### src/logic/iss_pkg.sv
// shared constants and types for the impedance sweep sequencer
package iss_pkg;
    // dds and datapath widths
    localparam int PHASE_W = 27;
    localparam int CODE_W = 24;
    localparam int POINT_W = 9;
    localparam int SAMPLE_W = 12;
    localparam int ACC_W = 22;
    localparam int OUT_W = 8;
    // byte register locations
    localparam logic [7:0] REG_CTRL_HI = 8'h80;
    localparam logic [7:0] REG_CTRL_LO = 8'h81;
    localparam logic [7:0] REG_START_HI = 8'h82;
    localparam logic [7:0] REG_START_MID = 8'h83;
    localparam logic [7:0] REG_START_LO = 8'h84;
    localparam logic [7:0] REG_STEP_HI = 8'h85;
    localparam logic [7:0] REG_STEP_MID = 8'h86;
    localparam logic [7:0] REG_STEP_LO = 8'h87;
    localparam logic [7:0] REG_COUNT_HI = 8'h88;
    localparam logic [7:0] REG_COUNT_LO = 8'h89;
    localparam logic [7:0] REG_SETTLE_HI = 8'h8a;
    localparam logic [7:0] REG_SETTLE_LO = 8'h8b;
    localparam logic [7:0] REG_STATUS = 8'h8f;
    localparam logic [7:0] REG_REAL_HI = 8'h94;
    localparam logic [7:0] REG_REAL_LO = 8'h95;
    localparam logic [7:0] REG_IMAG_HI = 8'h96;
    localparam logic [7:0] REG_IMAG_LO = 8'h97;
    // control field positions within the 16-bit control word, status flag bits within the status byte
    localparam int CTRL_CMD_LSB = 12;
    localparam int CTRL_RANGE_LSB = 9;
    localparam int CTRL_CLKSEL_BIT = 3;
    localparam int STAT_POINT_BIT = 2;
    localparam int STAT_SWEEP_BIT = 3;
    // command codes in control bits 15..12
    localparam logic [3:0] CMD_INIT = 4'h1;
    localparam logic [3:0] CMD_START = 4'h2;
    localparam logic [3:0] CMD_INC = 4'h3;
    localparam logic [3:0] CMD_REPEAT = 4'h4;
    localparam logic [3:0] CMD_POWERDOWN = 4'ha;
    localparam logic [3:0] CMD_STANDBY = 4'hb;
    // values after reset, and the default device address
    localparam logic [15:0] CTRL_RESET = 16'h0000;
    localparam logic [23:0] CODE_RESET = 24'h000000;
    localparam logic [15:0] WORD_RESET = 16'h0000;
    localparam logic [6:0] DEV_ADDR_DEF = 7'h0d;
    // timing
    localparam int CORE_CLK_KHZ = 200000;
    localparam int INT_OSC_KHZ = 16776;
    localparam int OSC_DIV = CORE_CLK_KHZ / INT_OSC_KHZ;
    localparam int DDS_DIV = 4;
    localparam int MEAS_TICKS = 1024;
    // sequencer modes
    typedef enum logic [2:0] {
        M_POWERDOWN,
        M_STANDBY,
        M_INIT,
        M_SETTLE,
        M_MEASURE,
        M_HOLD
    } iss_mode_t;
    // serial slave phases
    typedef enum logic [2:0] {
        P_IDLE,
        P_ADDR,
        P_WRITE,
        P_ACK_TX,
        P_READ,
        P_ACK_RX
    } iss_phase_t;
endpackage

### src/logic/iss_phase_acc.sv
// dds phase accumulator with wrap pulse
module iss_phase_acc #(
    parameter int WIDTH = 27
) (
    input wire logic core_clk_i,
    input wire logic arst_n_i,
    input wire logic clear_i,
    input wire logic tick_i,
    input wire logic [WIDTH-1:0] code_i,
    output logic [WIDTH-1:0] phase_o,
    output logic wrap_o
);
    import iss_pkg::*;

    logic [WIDTH:0] next_sum;

    // carry out marks one output cycle elapsed
    assign next_sum = {1'b0, phase_o} + {1'b0, code_i};

    // phase steps once per update tick
    always_ff @(posedge core_clk_i or negedge arst_n_i) begin
        if (!arst_n_i) begin
            phase_o <= '0;
            wrap_o <= 1'b0;
        end else if (clear_i) begin
            phase_o <= '0;
            wrap_o <= 1'b0;
        end else begin
            wrap_o <= tick_i & next_sum[WIDTH];
            if (tick_i) begin
                phase_o <= next_sum[WIDTH-1:0];
            end
        end
    end
endmodule // iss_phase_acc

### src/logic/iss_sweep_core.sv
// impedance sweep sequencer with serial register port and dds control
import iss_pkg::*;

// Overview of operation
// - excitation from 27-bit phase accumulator
// - start code top three bits forced zero
// - start code 24 bits, MSB at 0x82
// - step code 24 bits at 0x85..0x87
// - point count nine bits, max 511
// - sweep begins only on start command
// - status D2 set when point done
// - results placed at 0x94 and 0x96
// - advance only on increment command
// - repeat remeasures current point, no step
// - D3 on sweep end blocks increments
// - standby grounds output and input
// - initialize excites start frequency, no measure
// - settling output cycles before sampling
// - D10..D9 select four output ranges
// - control D3 picks external or internal
// - results 16-bit twos complement
// - internal oscillator selected after reset
module iss_sweep_core #(
    parameter logic [6:0] DEV_ADDR = iss_pkg::DEV_ADDR_DEF
) (
    input wire logic core_clk_i,
    input wire logic arst_n_i,
    input wire logic scl_i,
    input wire logic sda_i,
    output logic sda_o,
    output logic sda_oe_o,
    input wire logic ext_clk_i,
    input wire logic signed [iss_pkg::SAMPLE_W-1:0] rx_sample_i,
    output logic [iss_pkg::OUT_W-1:0] excitation_output_o,
    output logic [1:0] excitation_range_o,
    output logic receive_grounded_o,
    output logic measuring_o
);
    import iss_pkg::*;

    // serial slave state
    iss_phase_t ph;
    logic scl_q, sda_q, rd_mode, ptr_pending;
    logic [3:0] bit_cnt;
    logic [7:0] shreg, reg_ptr, rd_byte;
    // register file
    logic [15:0] ctrl, settle_count, result_real, result_imag;
    logic [CODE_W-1:0] start_code, step_code;
    logic [POINT_W-1:0] point_count, point_idx, settle_cnt;
    logic pt_done, sweep_done;
    // sequencer state
    iss_mode_t mode;
    logic [PHASE_W-1:0] freq_code, phase;
    logic [10:0] meas_cnt;
    logic signed [ACC_W-1:0] acc_re, acc_im, next_acc_re, next_acc_im, samp;
    logic ext_q, wrap;
    logic [3:0] osc_cnt;
    logic [1:0] div_cnt;
    logic [OUT_W-1:0] next_out;

    // bus edge and condition detection
    wire scl_rise = scl_i & ~scl_q;
    wire scl_fall = ~scl_i & scl_q;
    wire start_cond = scl_i & scl_q & sda_q & ~sda_i;
    wire stop_cond = scl_i & scl_q & ~sda_q & sda_i;
    wire [7:0] rx_byte = {shreg[6:0], sda_i};
    wire byte_done = scl_rise && bit_cnt == 4'h7 && (ph == P_ADDR || ph == P_WRITE);
    wire addr_hit = rx_byte[7:1] == DEV_ADDR;
    wire wr_stb = byte_done && ph == P_WRITE && !ptr_pending;
    wire [7:0] wr_addr = reg_ptr;
    wire [7:0] wr_data = rx_byte;

    // open drain: only ever pull low
    assign sda_o = 1'b0;
    assign sda_oe_o = (ph == P_ACK_TX) || (ph == P_READ && !shreg[7]);

    always_ff @(posedge core_clk_i or negedge arst_n_i) begin
        if (!arst_n_i) begin
            scl_q <= 1'b1;
            sda_q <= 1'b1;
            ext_q <= 1'b0;
        end else begin
            scl_q <= scl_i;
            sda_q <= sda_i;
            ext_q <= ext_clk_i;
        end
    end

    // byte-level slave: sample on scl rise, drive on scl fall
    always_ff @(posedge core_clk_i or negedge arst_n_i) begin
        if (!arst_n_i) begin
            ph <= P_IDLE;
            bit_cnt <= 4'h0;
            shreg <= 8'h00;
            rd_mode <= 1'b0;
            ptr_pending <= 1'b0;
            reg_ptr <= 8'h00;
        end else if (start_cond) begin
            ph <= P_ADDR;
            bit_cnt <= 4'h0;
        end else if (stop_cond) begin
            ph <= P_IDLE;
        end else begin
            case (ph)
                P_ADDR, P_WRITE: begin
                    if (scl_rise) begin
                        shreg <= rx_byte;
                        bit_cnt <= bit_cnt + 4'h1;
                    end
                    if (byte_done && ph == P_ADDR) begin
                        rd_mode <= rx_byte[0];
                        ptr_pending <= ~rx_byte[0];
                        if (!addr_hit) ph <= P_IDLE; // not ours: ignore to stop
                    end
                    if (byte_done && ph == P_WRITE) begin
                        ptr_pending <= 1'b0;
                        reg_ptr <= ptr_pending ? rx_byte : reg_ptr + 8'h01;
                    end
                    if (scl_fall && bit_cnt == 4'h8) ph <= P_ACK_TX;
                end
                P_ACK_TX: begin
                    if (scl_fall) begin
                        bit_cnt <= 4'h0;
                        ph <= rd_mode ? P_READ : P_WRITE;
                        if (rd_mode) begin
                            shreg <= rd_byte;
                            reg_ptr <= reg_ptr + 8'h01;
                        end
                    end
                end
                P_READ: begin
                    if (scl_rise) bit_cnt <= bit_cnt + 4'h1;
                    if (scl_fall && bit_cnt == 4'h8) ph <= P_ACK_RX;
                    else if (scl_fall) shreg <= {shreg[6:0], 1'b0};
                end
                P_ACK_RX: begin
                    if (scl_rise && sda_i) ph <= P_IDLE; // master nack ends the read
                    else if (scl_fall) begin
                        bit_cnt <= 4'h0;
                        ph <= P_READ;
                        shreg <= rd_byte;
                        reg_ptr <= reg_ptr + 8'h01;
                    end
                end
                default: ph <= P_IDLE;
            endcase
        end
    end

    // read decode; unmapped locations read as zero
    always_comb begin
        if (reg_ptr == REG_CTRL_HI) rd_byte = ctrl[15:8];
        else if (reg_ptr == REG_CTRL_LO) rd_byte = ctrl[7:0];
        else if (reg_ptr == REG_START_HI) rd_byte = start_code[23:16];
        else if (reg_ptr == REG_START_MID) rd_byte = start_code[15:8];
        else if (reg_ptr == REG_START_LO) rd_byte = start_code[7:0];
        else if (reg_ptr == REG_STEP_HI) rd_byte = step_code[23:16];
        else if (reg_ptr == REG_STEP_MID) rd_byte = step_code[15:8];
        else if (reg_ptr == REG_STEP_LO) rd_byte = step_code[7:0];
        else if (reg_ptr == REG_COUNT_HI) rd_byte = {7'h00, point_count[8]};
        else if (reg_ptr == REG_COUNT_LO) rd_byte = point_count[7:0];
        else if (reg_ptr == REG_SETTLE_HI) rd_byte = settle_count[15:8];
        else if (reg_ptr == REG_SETTLE_LO) rd_byte = settle_count[7:0];
        else if (reg_ptr == REG_STATUS) rd_byte = {4'h0, sweep_done, pt_done, 2'b00};
        else if (reg_ptr == REG_REAL_HI) rd_byte = result_real[15:8];
        else if (reg_ptr == REG_REAL_LO) rd_byte = result_real[7:0];
        else if (reg_ptr == REG_IMAG_HI) rd_byte = result_imag[15:8];
        else if (reg_ptr == REG_IMAG_LO) rd_byte = result_imag[7:0];
        else rd_byte = 8'h00;
    end

    // host-writable parameter bytes, most significant byte first
    always_ff @(posedge core_clk_i or negedge arst_n_i) begin
        if (!arst_n_i) begin
            ctrl <= CTRL_RESET;
            start_code <= CODE_RESET;
            step_code <= CODE_RESET;
            point_count <= '0;
            settle_count <= WORD_RESET;
        end else if (wr_stb) begin
            if (wr_addr == REG_CTRL_HI) ctrl[15:8] <= wr_data;
            else if (wr_addr == REG_CTRL_LO) ctrl[7:0] <= wr_data;
            else if (wr_addr == REG_START_HI) start_code[23:16] <= wr_data;
            else if (wr_addr == REG_START_MID) start_code[15:8] <= wr_data;
            else if (wr_addr == REG_START_LO) start_code[7:0] <= wr_data;
            else if (wr_addr == REG_STEP_HI) step_code[23:16] <= wr_data;
            else if (wr_addr == REG_STEP_MID) step_code[15:8] <= wr_data;
            else if (wr_addr == REG_STEP_LO) step_code[7:0] <= wr_data;
            else if (wr_addr == REG_COUNT_HI) point_count[8] <= wr_data[0];
            else if (wr_addr == REG_COUNT_LO) point_count[7:0] <= wr_data;
            else if (wr_addr == REG_SETTLE_HI) settle_count[15:8] <= wr_data;
            else if (wr_addr == REG_SETTLE_LO) settle_count[7:0] <= wr_data;
        end
    end

    // command decode from the control high byte
    wire cmd_wr = wr_stb && wr_addr == REG_CTRL_HI;
    wire [3:0] cmd = wr_data[7:4];
    wire start_ok = cmd_wr && cmd == CMD_START;
    wire inc_ok = cmd_wr && cmd == CMD_INC && mode == M_HOLD && !sweep_done;
    wire rep_ok = cmd_wr && cmd == CMD_REPEAT && mode == M_HOLD;
    wire [PHASE_W-1:0] start_ext = {3'b000, start_code};
    wire [PHASE_W-1:0] step_ext = {3'b000, step_code};

    // update tick: selected system clock divided by four
    wire osc_tick = osc_cnt == 4'(OSC_DIV - 1);
    wire sys_tick = ctrl[CTRL_CLKSEL_BIT] ? (ext_clk_i & ~ext_q) : osc_tick;
    wire dds_run = mode != M_POWERDOWN && mode != M_STANDBY;
    wire dds_tick = sys_tick && div_cnt == 2'(DDS_DIV - 1);
    wire settle_hit = settle_cnt >= settle_count[8:0];
    wire meas_end = mode == M_MEASURE && dds_tick && meas_cnt == 11'(MEAS_TICKS - 1);

    always_ff @(posedge core_clk_i or negedge arst_n_i) begin
        if (!arst_n_i) begin
            osc_cnt <= 4'h0;
            div_cnt <= 2'b00;
        end else begin
            osc_cnt <= osc_tick ? 4'h0 : osc_cnt + 4'h1;
            if (sys_tick) div_cnt <= div_cnt + 2'b01;
        end
    end

    iss_phase_acc #(.WIDTH(PHASE_W)) u_acc (
        .core_clk_i(core_clk_i),
        .arst_n_i(arst_n_i),
        .clear_i(!dds_run),
        .tick_i(dds_tick && dds_run),
        .code_i(freq_code),
        .phase_o(phase),
        .wrap_o(wrap)
    );

    // mode, point index and active frequency code
    always_ff @(posedge core_clk_i or negedge arst_n_i) begin
        if (!arst_n_i) begin
            mode <= M_POWERDOWN;
            point_idx <= '0;
            freq_code <= '0;
        end else if (cmd_wr && cmd == CMD_STANDBY) begin
            mode <= M_STANDBY;
        end else if (cmd_wr && cmd == CMD_POWERDOWN) begin
            mode <= M_POWERDOWN;
        end else if (cmd_wr && cmd == CMD_INIT) begin
            mode <= M_INIT;
            freq_code <= start_ext;
        end else if (start_ok) begin
            mode <= M_SETTLE;
            point_idx <= '0;
            freq_code <= start_ext;
        end else if (inc_ok) begin
            mode <= M_SETTLE;
            point_idx <= point_idx + 9'h001;
            freq_code <= freq_code + step_ext;
        end else if (rep_ok) begin
            mode <= M_SETTLE;
        end else if (mode == M_SETTLE && settle_hit) begin
            mode <= M_MEASURE;
        end else if (meas_end) begin
            mode <= M_HOLD;
        end
    end

    // quadrature accumulation against the dds phase
    assign samp = ACC_W'(rx_sample_i);
    assign next_acc_re = (phase[26] ^ phase[25]) ? acc_re - samp : acc_re + samp;
    assign next_acc_im = phase[26] ? acc_im + samp : acc_im - samp;

    // settling counts whole output cycles, then a fixed sample window
    always_ff @(posedge core_clk_i or negedge arst_n_i) begin
        if (!arst_n_i) begin
            settle_cnt <= '0;
            meas_cnt <= 11'h000;
            acc_re <= '0;
            acc_im <= '0;
        end else if (mode != M_SETTLE && mode != M_MEASURE) begin
            settle_cnt <= '0;
        end else if (mode == M_SETTLE) begin
            meas_cnt <= 11'h000;
            acc_re <= '0;
            acc_im <= '0;
            if (wrap && !settle_hit) settle_cnt <= settle_cnt + 9'h001;
        end else if (dds_tick) begin
            meas_cnt <= meas_cnt + 11'h001;
            acc_re <= next_acc_re;
            acc_im <= next_acc_im;
        end
    end

    // results and status flags; start clears both flags in any mode except on meas_end, increment and repeat clear only the point flag while holding
    always_ff @(posedge core_clk_i or negedge arst_n_i) begin
        if (!arst_n_i) begin
            pt_done <= 1'b0;
            sweep_done <= 1'b0;
            result_real <= WORD_RESET;
            result_imag <= WORD_RESET;
        end else if (meas_end) begin
            pt_done <= 1'b1;
            sweep_done <= point_idx >= point_count;
            result_real <= next_acc_re[ACC_W-1:ACC_W-16];
            result_imag <= next_acc_im[ACC_W-1:ACC_W-16];
        end else if (start_ok || inc_ok || rep_ok) begin
            pt_done <= 1'b0;
            sweep_done <= sweep_done & ~start_ok;
        end
    end

    // excitation: triangle from phase, attenuated per range
    assign next_out = (phase[26] ? ~phase[25:18] : phase[25:18]) >> ctrl[10:9];

    always_ff @(posedge core_clk_i or negedge arst_n_i) begin
        if (!arst_n_i) excitation_output_o <= '0;
        else excitation_output_o <= dds_run ? next_out : '0;
    end

    assign excitation_range_o = ctrl[CTRL_RANGE_LSB +: 2];
    assign receive_grounded_o = mode == M_STANDBY;
    assign measuring_o = mode == M_MEASURE;
endmodule // iss_sweep_core

### config.mk
export PLATFORM = sky130hd
export DESIGN_NAME = iss_sweep_core
export DESIGN_NICKNAME = d
export VERILOG_FILES = /design/src/logic/iss_pkg.sv /design/src/logic/iss_phase_acc.sv /design/src/logic/iss_sweep_core.sv
export SDC_FILE = /design/constraint.sdc
export NUM_CORES = 1
export LEC_CHECK = 0
export BUFFER_PORTS_ARGS = -buffer_cell sky130_fd_sc_hd__buf_2
export CAP_MARGIN = 20
export CORE_ASPECT_RATIO = 1.75
export CORE_UTILIZATION = 54
export DETAILED_ROUTE_END_ITERATION = 7
export GPL_ROUTABILITY_DRIVEN = 0
export PLACE_DENSITY_LB_ADDON = 0.05
export REMOVE_ABC_BUFFERS = 1
export SYNTH_ARGS = -nofsm -noshare
export SYNTH_HDL_FRONTEND = slang
export SYNTH_SLANG_ARGS = --single-unit
### constraint.sdc
create_clock -name core_clk_i -period 5.8 [get_ports core_clk_i]
set_input_delay 0.58 -clock core_clk_i [delete_from_list [all_inputs] [get_ports core_clk_i]]
set_output_delay 0.58 -clock core_clk_i [all_outputs]
set_load 0.05 [all_outputs]
==> results.cfg, run 1 <==
[yosys]
synth.area.top_cells = dfrtp_1 38%, ha_1 8.0%, nand2_1 5.4%, mux2_2 5.2%, o21ai_0 4.8%
synth_most_common_cell = dfrtp_1
synthFlopType = dfrtp_1
syn_area_mm2 = 0.0192
yosys.area.top_type = dfrtp_1
synth-seq-cells = 296
avgSynthCellArea_um2 = 8.94
ys_seq_area_frac = 0.386
synth_edf_count = 0
yosysWarningCount = 0
syn_inst = 2145
synth_cell_types = 87
async_reset_ff_frac = 1.00
synthTopCellsByCount = 294 x dfrtp_1, 277 x nand2_1, 183 x o21ai_0
yosysTopAreaCellShare = 0.384

[critical_path]
worstPathRequired_ns = 6.23
reg2reg_to = acc_re[20]
end_kind = flop
r2r_slack_ns = 1.56
reg2reg_depth = 15
start_kind = flop
cp_max_fo = 24
reg2reg_from = u_acc.phase_o[26]
worstPathArrival_ns = 4.67
critPathKind = reg -> reg

[global_routing]
grt_max_degree = 132
grtUsageTotal = 0.307
grt_pass1_vias = 16102
antenna_found_initial = 0
grt_first_pass_wirelength_um = 86000
grt_overflow = 0

[sta]
fin_setup_tns_ns = 0
hold_violations = 0
tightest_slew_ns = 1.15
grt_setup_unrepaired = no
slew_headroom = 0.225
fin_ws_ns = 1.56
finalSetupViolCount = 0
clock_skew_ns = 0.0115
period_needed_ns = 4.24
slew_violations = 0
fmax_mhz = 236
finalCritPeriodShare = 0.731

[clocking]
cts_tree = built
clk_pin_slew_ns = 0.07
cts_hold_buf = 0
clock-root-buffer = clkbuf_16
numCtsBuffers = 30
post_cts_buffers = 0
clock_path_buffers = 3
cts_max_level = 1
cts.sinks = 296
clock_latency_ns = 0.58
cts.repair.resized = 0

[detailed_routing]
wire_per_inst_um = 20.5
route.detailed.drc = 0
avgViaCountPerCell = 6.13
antenna_left = 0
drt_iter0_markers = 688
dr.pass1.iters = 7
vias = 16027
wl_um = 53600

[finish]
final_area_mm2 = 0.0208
diodes = 0
nFillCells = 3263
syn_to_final_growth_pct = 8.50
nNetsFinal = 2269
drive_gt1_frac = 0.109

[floorplanning]
core_area_mm2 = 0.0351
die_area_mm2 = 0.0363
start_util = 0.547
die_x_um = 144
rows = 91
pin_count = 31
fp.dieH_um = 251

[power_and_ir_drop]
pwr_density_cell_mw_per_mm2 = 261
max-vdd-ir-drop_uv = 241
power.leakage_nw = 9.82
finalPower_mw = 5.42

[placed_design]
placed_cell_area_mm2 = 0.0197
pre_cts_ws_ns = 1.11
dp_hpwl_um = 39900
io_buffers = 29

[outcome]
status = finished clean

[job]
cap_violations = 0

[hold_path]
hold_path_class = in -> async
## power breakdown
group	switching [mW]	internal [mW]
logic	0.624	0.299
clock network	0.879	1.34
registers	0.142	2.13
## kinds of logic (layout without fill, tap and decap cells)
logic type / Yosys count / in the layout / share of synthesized area
adder cells (fa/ha/maj): 126 / 126 / 0.0838
XOR/XNOR: 115 / 115 / 0.0525
buffers and inverters: 167 / 172 / 0.0343
flip-flops: 296 / 296 / 0.386
AND/OR/NAND/NOR: 714 / 714 / 0.179
multiplexers: 111 / 111 / 0.0638
AO/OA/AOI/OAI: 615 / 615 / 0.200
other: 1 / 1 / 0.000196
## layout by cell type (no fill, tap or decap), types with 20 or more instances in the layout
cell type | synthesis | routed
nor2b_1 | 30 | 29
nor3_1 | 25 | 25
a21o_1 | 52 | 52
mux2i_1 | 22 | 22
a21oi_1 | 173 | 173
dfrtp_1 | 294 | 294
xor2_1 | 60 | 60
o21ai_0 | 183 | 183
o22ai_1 | 20 | 20
o21a_1 | 22 | 22
mux2_2 | 89 | 89
and3_1 | 32 | 32
nand3_1 | 85 | 85
clkbuf_16 | 0 | 31
xnor2_1 | 55 | 55
buf_2 | 9 | 28
inv_1 | 65 | 65
ha_1 | 122 | 122
nand2_1 | 277 | 276
nor2_1 | 147 | 146
## worst max-delay path: stages, from the launching register on
cell and delay (ns):
dfrtp_1 0.37, buf_4 0.35, xor2_1 0.37, buf_4 0.26, nor2_1 0.07, xnor2_1 0.26, ha_1 0.34, nor2b_1 0.15
o21ai_0 0.22, a21oi_1 0.18, o41a_1 0.37, o221ai_1 0.42, o311ai_0 0.23, a31oi_1 0.24, xor2_1 0.18, o21ai_0 0.09
## state kept, by name (all words and copies together) (netlist names), 3 cells and up
signal               flops
shreg                    8
reg_ptr                  8
result_real             16
point_idx                9
settle_cnt               9
point_count              9
bit_cnt                  4
mode                     3
excitation_output_o      8
osc_cnt                  4
settle_count            16
start_code              24
result_imag             16
acc_re                  22
freq_code               27
u_acc.phase_o           27
ph                       3
acc_im                  22
meas_cnt                11
step_code               24
ctrl                    16
## metal layers
metal	GRT usage	part of all wire
met1	0.325	0.35
met2	0.567	0.54
met3	0.0314	0.037
met4	0.198	0.074
met5	0	0
## cell type report
class,instances,area (um2),area share
repair buffers,49,318,0.0153
clock inverters,16,272,0.0131
multi-input cells,1682,11100,0.535
well taps,465,582,0.0280
clock buffers,40,850,0.0408
inverters,67,251,0.0121
flip-flops and latches,296,7410,0.356
## worst max path at each step
stage | to | depth (start not counted) | start | slack, ns
global placement | acc_im[21] | 19 | rx_sample_i[0] | 1.27
CTS | result_real[15] | 14 | u_acc.phase_o[25] | 1.47
global route | result_real[14] | 15 | u_acc.phase_o[26] | 1.19
finish | acc_re[20] | 15 | u_acc.phase_o[26] | 1.56
detailed placement | acc_im[21] | 19 | rx_sample_i[0] | 1.11
floorplan | result_imag[11] | 7 | osc_cnt[2] | 0.86
## per-stage QoR
stage,cells,util,hold slack [ns]
after floorplan,2045,-,0.284
after global placement,2558,0.561,0.453
after global routing,2615,0.593,0.116
final,2615,0.593,0.0726
after detailed placement,2558,0.561,0.462
after CTS,2614,0.593,0.108
Note: power is estimated with default switching activity, not from simulation.
==> run 2: changes to the inputs <==
--- a/config.mk
+++ b/config.mk
@@ -5,6 +5,7 @@
 export SDC_FILE = /design/constraint.sdc
 export NUM_CORES = 1
 export LEC_CHECK = 0
+export ABC_AREA = 1
 export BUFFER_PORTS_ARGS = -buffer_cell sky130_fd_sc_hd__buf_2
 export CAP_MARGIN = 20
 export CORE_ASPECT_RATIO = 1.75
==> constraint.sdc (replaced) <==
create_clock -name core_clk_i -period 4.1 [get_ports core_clk_i]
set_input_delay 0.41 -clock core_clk_i [delete_from_list [all_inputs] [get_ports core_clk_i]]
set_output_delay 0.41 -clock core_clk_i [all_outputs]
set_load 0.05 [all_outputs]
==> run 2 against run 1 <==
  * Cell count is 19% higher
  * Wire length is 14% higher
  * First-iteration DRC count is 41% higher
  * Worst hold slack better by 0.15 ns
  * Maximum frequency is 14% higher
  * Combinational power is 38% higher
  * Sequential power is 38% higher
  * Via count is 12% higher
  * Total power is 38% higher
  * Clock power is 37% higher
  * Core utilization is 0.71 points higher
  * Largest cell class unchanged
==> results.cfg, run 2 <==
[power_and_ir_drop]
finalPower_mw = 7.45
pwr_density_cell_mw_per_mm2 = 352
power.leakage_nw = 10.5
max-vdd-ir-drop_uv = 272

[finish]
final_common_cell = nand2_1
layout_common_cells = 654 x nand2_1, 298 x o21ai_0, 294 x dfrtp_1
reg.largest.list = freq_code: 27 flops, u_acc.phase_o: 27 flops
final_area_mm2 = 0.0212
drive_gt1_frac = 0.0708
multiInputGateArea_mm2 = 0.0106
nNetsFinal = 2760
syn_to_final_growth_pct = 9.29
nFillCells = 3303
seq_area_mm2 = 0.00741
diodes = 0

[yosys]
ys_seq_area_frac = 0.382
yosysWarningCount = 0
synth_simple_gate_area_frac = 0.244
synth.area.top_cells = dfrtp_1 38%, nand2_1 13%, ha_1 7.9%, o21ai_0 7.7%, inv_1 5.3%
synth_top_family_by_area = simple AND/OR/NAND/NOR gates
async_reset_ff_frac = 1.00
synth-seq-cells = 296
synth_edf_count = 0
syn_area_mm2 = 0.0194
avgSynthCellArea_um2 = 7.48
synth_compound_area_frac = 0.188
synth.area.mux_share = 0.000581
synth_most_common_cell = nand2_1
syn_inst = 2593
synthTopCellsByCount = 654 x nand2_1, 298 x o21ai_0, 294 x dfrtp_1
synthAdderAreaFrac = 0.0829
synthFlopType = dfrtp_1
yosys.area.top_type = dfrtp_1
yosysTopAreaCellShare = 0.379
synth_cell_types = 59
synth_xor_area_frac = 0.0312

[clocking]
clock-root-buffer = clkbuf_16
post_cts_buffers = 0
clock_path_buffers = 3
cts_tree = built
cts_max_level = 1
clock_latency_ns = 0.59
clk_pin_slew_ns = 0.06
numCtsBuffers = 30
cts.sinks = 296

[global_routing]
grt_overflow = 0
grt_first_pass_wirelength_um = 95900
grt_pass1_vias = 18108
grt_max_degree = 113
grtUsageTotal = 0.338
antenna_found_initial = 0

[sta]
finalSetupViolCount = 0
slew_violations = 0
tightest_slew_ns = 0.982
finalCritPeriodShare = 0.908
slew_headroom = 0.343
fin_setup_tns_ns = 0
hold_violations = 0
grt_setup_unrepaired = no
period_needed_ns = 3.72
clock_skew_ns = 0.0175
fmax_mhz = 269

[placed_design]
io_buffers = 29
placed_cell_area_mm2 = 0.0201
dp_hpwl_um = 46900

[hold_path]
hold_path_class = in -> reg
min_path_cells = 3

[critical_path]
end_kind = flop
worstPathArrival_ns = 4.18
critPathKind = reg -> reg
max_stage_delay_ns = 0.58
cp_common_cell = nand2_1
worstPathRequired_ns = 4.56
cp_slowest_cell = dfrtp_1
start_kind = flop
reg2reg_depth = 17
critical_path.cell_chain = nand2_1, nand2_1, inv_1, nand2_1, o21ai_0, ha_1, nand2_1, nor4_1, nand4_1, nand3_1, nand2_1, a21oi_1, nor2_1, inv_1, nand2_1, nand3_1, o21ai_0
cp_max_fo = 10

[detailed_routing]
antenna_left = 0
route.detailed.drc = 0
wire_per_inst_um = 19.7
wl_um = 61200
vias = 18001
drt_iter0_markers = 971
avgViaCountPerCell = 5.80
dr.pass1.iters = 5

[floorplanning]
start_util = 0.549
die_area_mm2 = 0.0367
core_area_mm2 = 0.0353
fp.dieH_um = 253
pin_count = 31
die_x_um = 145
rows = 91

[outcome]
status = finished clean

[job]
cap_violations = 0
run 2: cell count changes after synthesis, sizes merged, moves of 30 or more:
cell   previous run  this run
mux2             89         1
nand2           278       666
a21o             52         8
nor2b            30         0
nor2            148       187
and3             32         0
inv              65       286
o21ai           187       318
a21oi           173       205
run 2: what timing repair did:
action | 4_1_cts | 5_1_grt
hold endpoints to repair | 112 | 0
hold buffers | 4 | 0
endpoints found under the setup margin | 0 | 0
resized for setup | 0 | 0
run 2: power by group:
part           switching [mW]  total [mW]  leakage (nW)  internal, mW
combinational           0.965        1.27          6.00         0.306
clock                    1.25        3.05         0.534          1.80
sequential              0.115        3.13          3.95          3.02
total                    2.33        7.45          10.5          5.13
run 2: cells by family (layout without fill, tap and decap cells):
group                      Yosys count  after routing
other                                1              1
xor gates and xnor gates            69             69
DFF                                296            296
buffers and inverters              354            402
AOI/OAI and AO/OA                  652            652
muxes                                1              1
adders and majority gates          126            126
and+or+nand+nor                   1094           1094
run 2: worst paths after layout:
| check | start | to | slack (ns) |
|---|---|---|---|
| setup / recovery | u_acc.phase_o[26] | acc_re[21] | 0.38 |
| hold / removal | rx_sample_i[0] | acc_im[0] | 0.22 |
| setup reg to reg | u_acc.phase_o[26] | acc_re[21] | 0.38 |
| hold reg to reg | ctrl[14] | ctrl[14] | 0.48 |
| max in group asynchronous | arst_n_i | settle_count[4] | 2.67 |
| min in group asynchronous | arst_n_i | freq_code[3] | 0.48 |
run 2: stage by stage:
step / instances / setup WS (ns) / utilization / hold slack [ns]
3_5_place_dp: 3046 / 0.115 / 0.568 / 0.460
6_report: 3106 / 0.376 / 0.600 / 0.225
3_3_place_gp: 3046 / 0.173 / 0.568 / 0.456
5_1_grt: 3106 / 0.0856 / 0.600 / 0.242
4_1_cts: 3106 / 0.491 / 0.600 / 0.210
2_1_floorplan: 2525 / 0.146 / - / 0.114
run 2: routing by layer:
metal	up-vias	wire [um]	track usage
li1	8780	-	-
met4	0	5670	0.288
met5	-	0	0
met3	241	2530	0.0439
met2	498	32100	0.635
met1	8482	20900	0.323
run 2: layout make-up:
class | count | area share
timing repair buffer | 60 | 0.0206
clock buffer | 39 | 0.0409
tap | 465 | 0.0275
clock inverter | 17 | 0.0106
multi-input combinational | 1943 | 0.500
inverter | 286 | 0.0507
sequential | 296 | 0.350
run 2: critical path, delay by kind of cell (launching register included):
| kind | cells | cell delay [ns] |
|---|---|---|
| buf+inv | 2 | 0.24 |
| simple gates | 11 | 1.95 |
| flops | 1 | 0.58 |
| compound gates | 3 | 0.41 |
| fa+ha+maj | 1 | 0.41 |
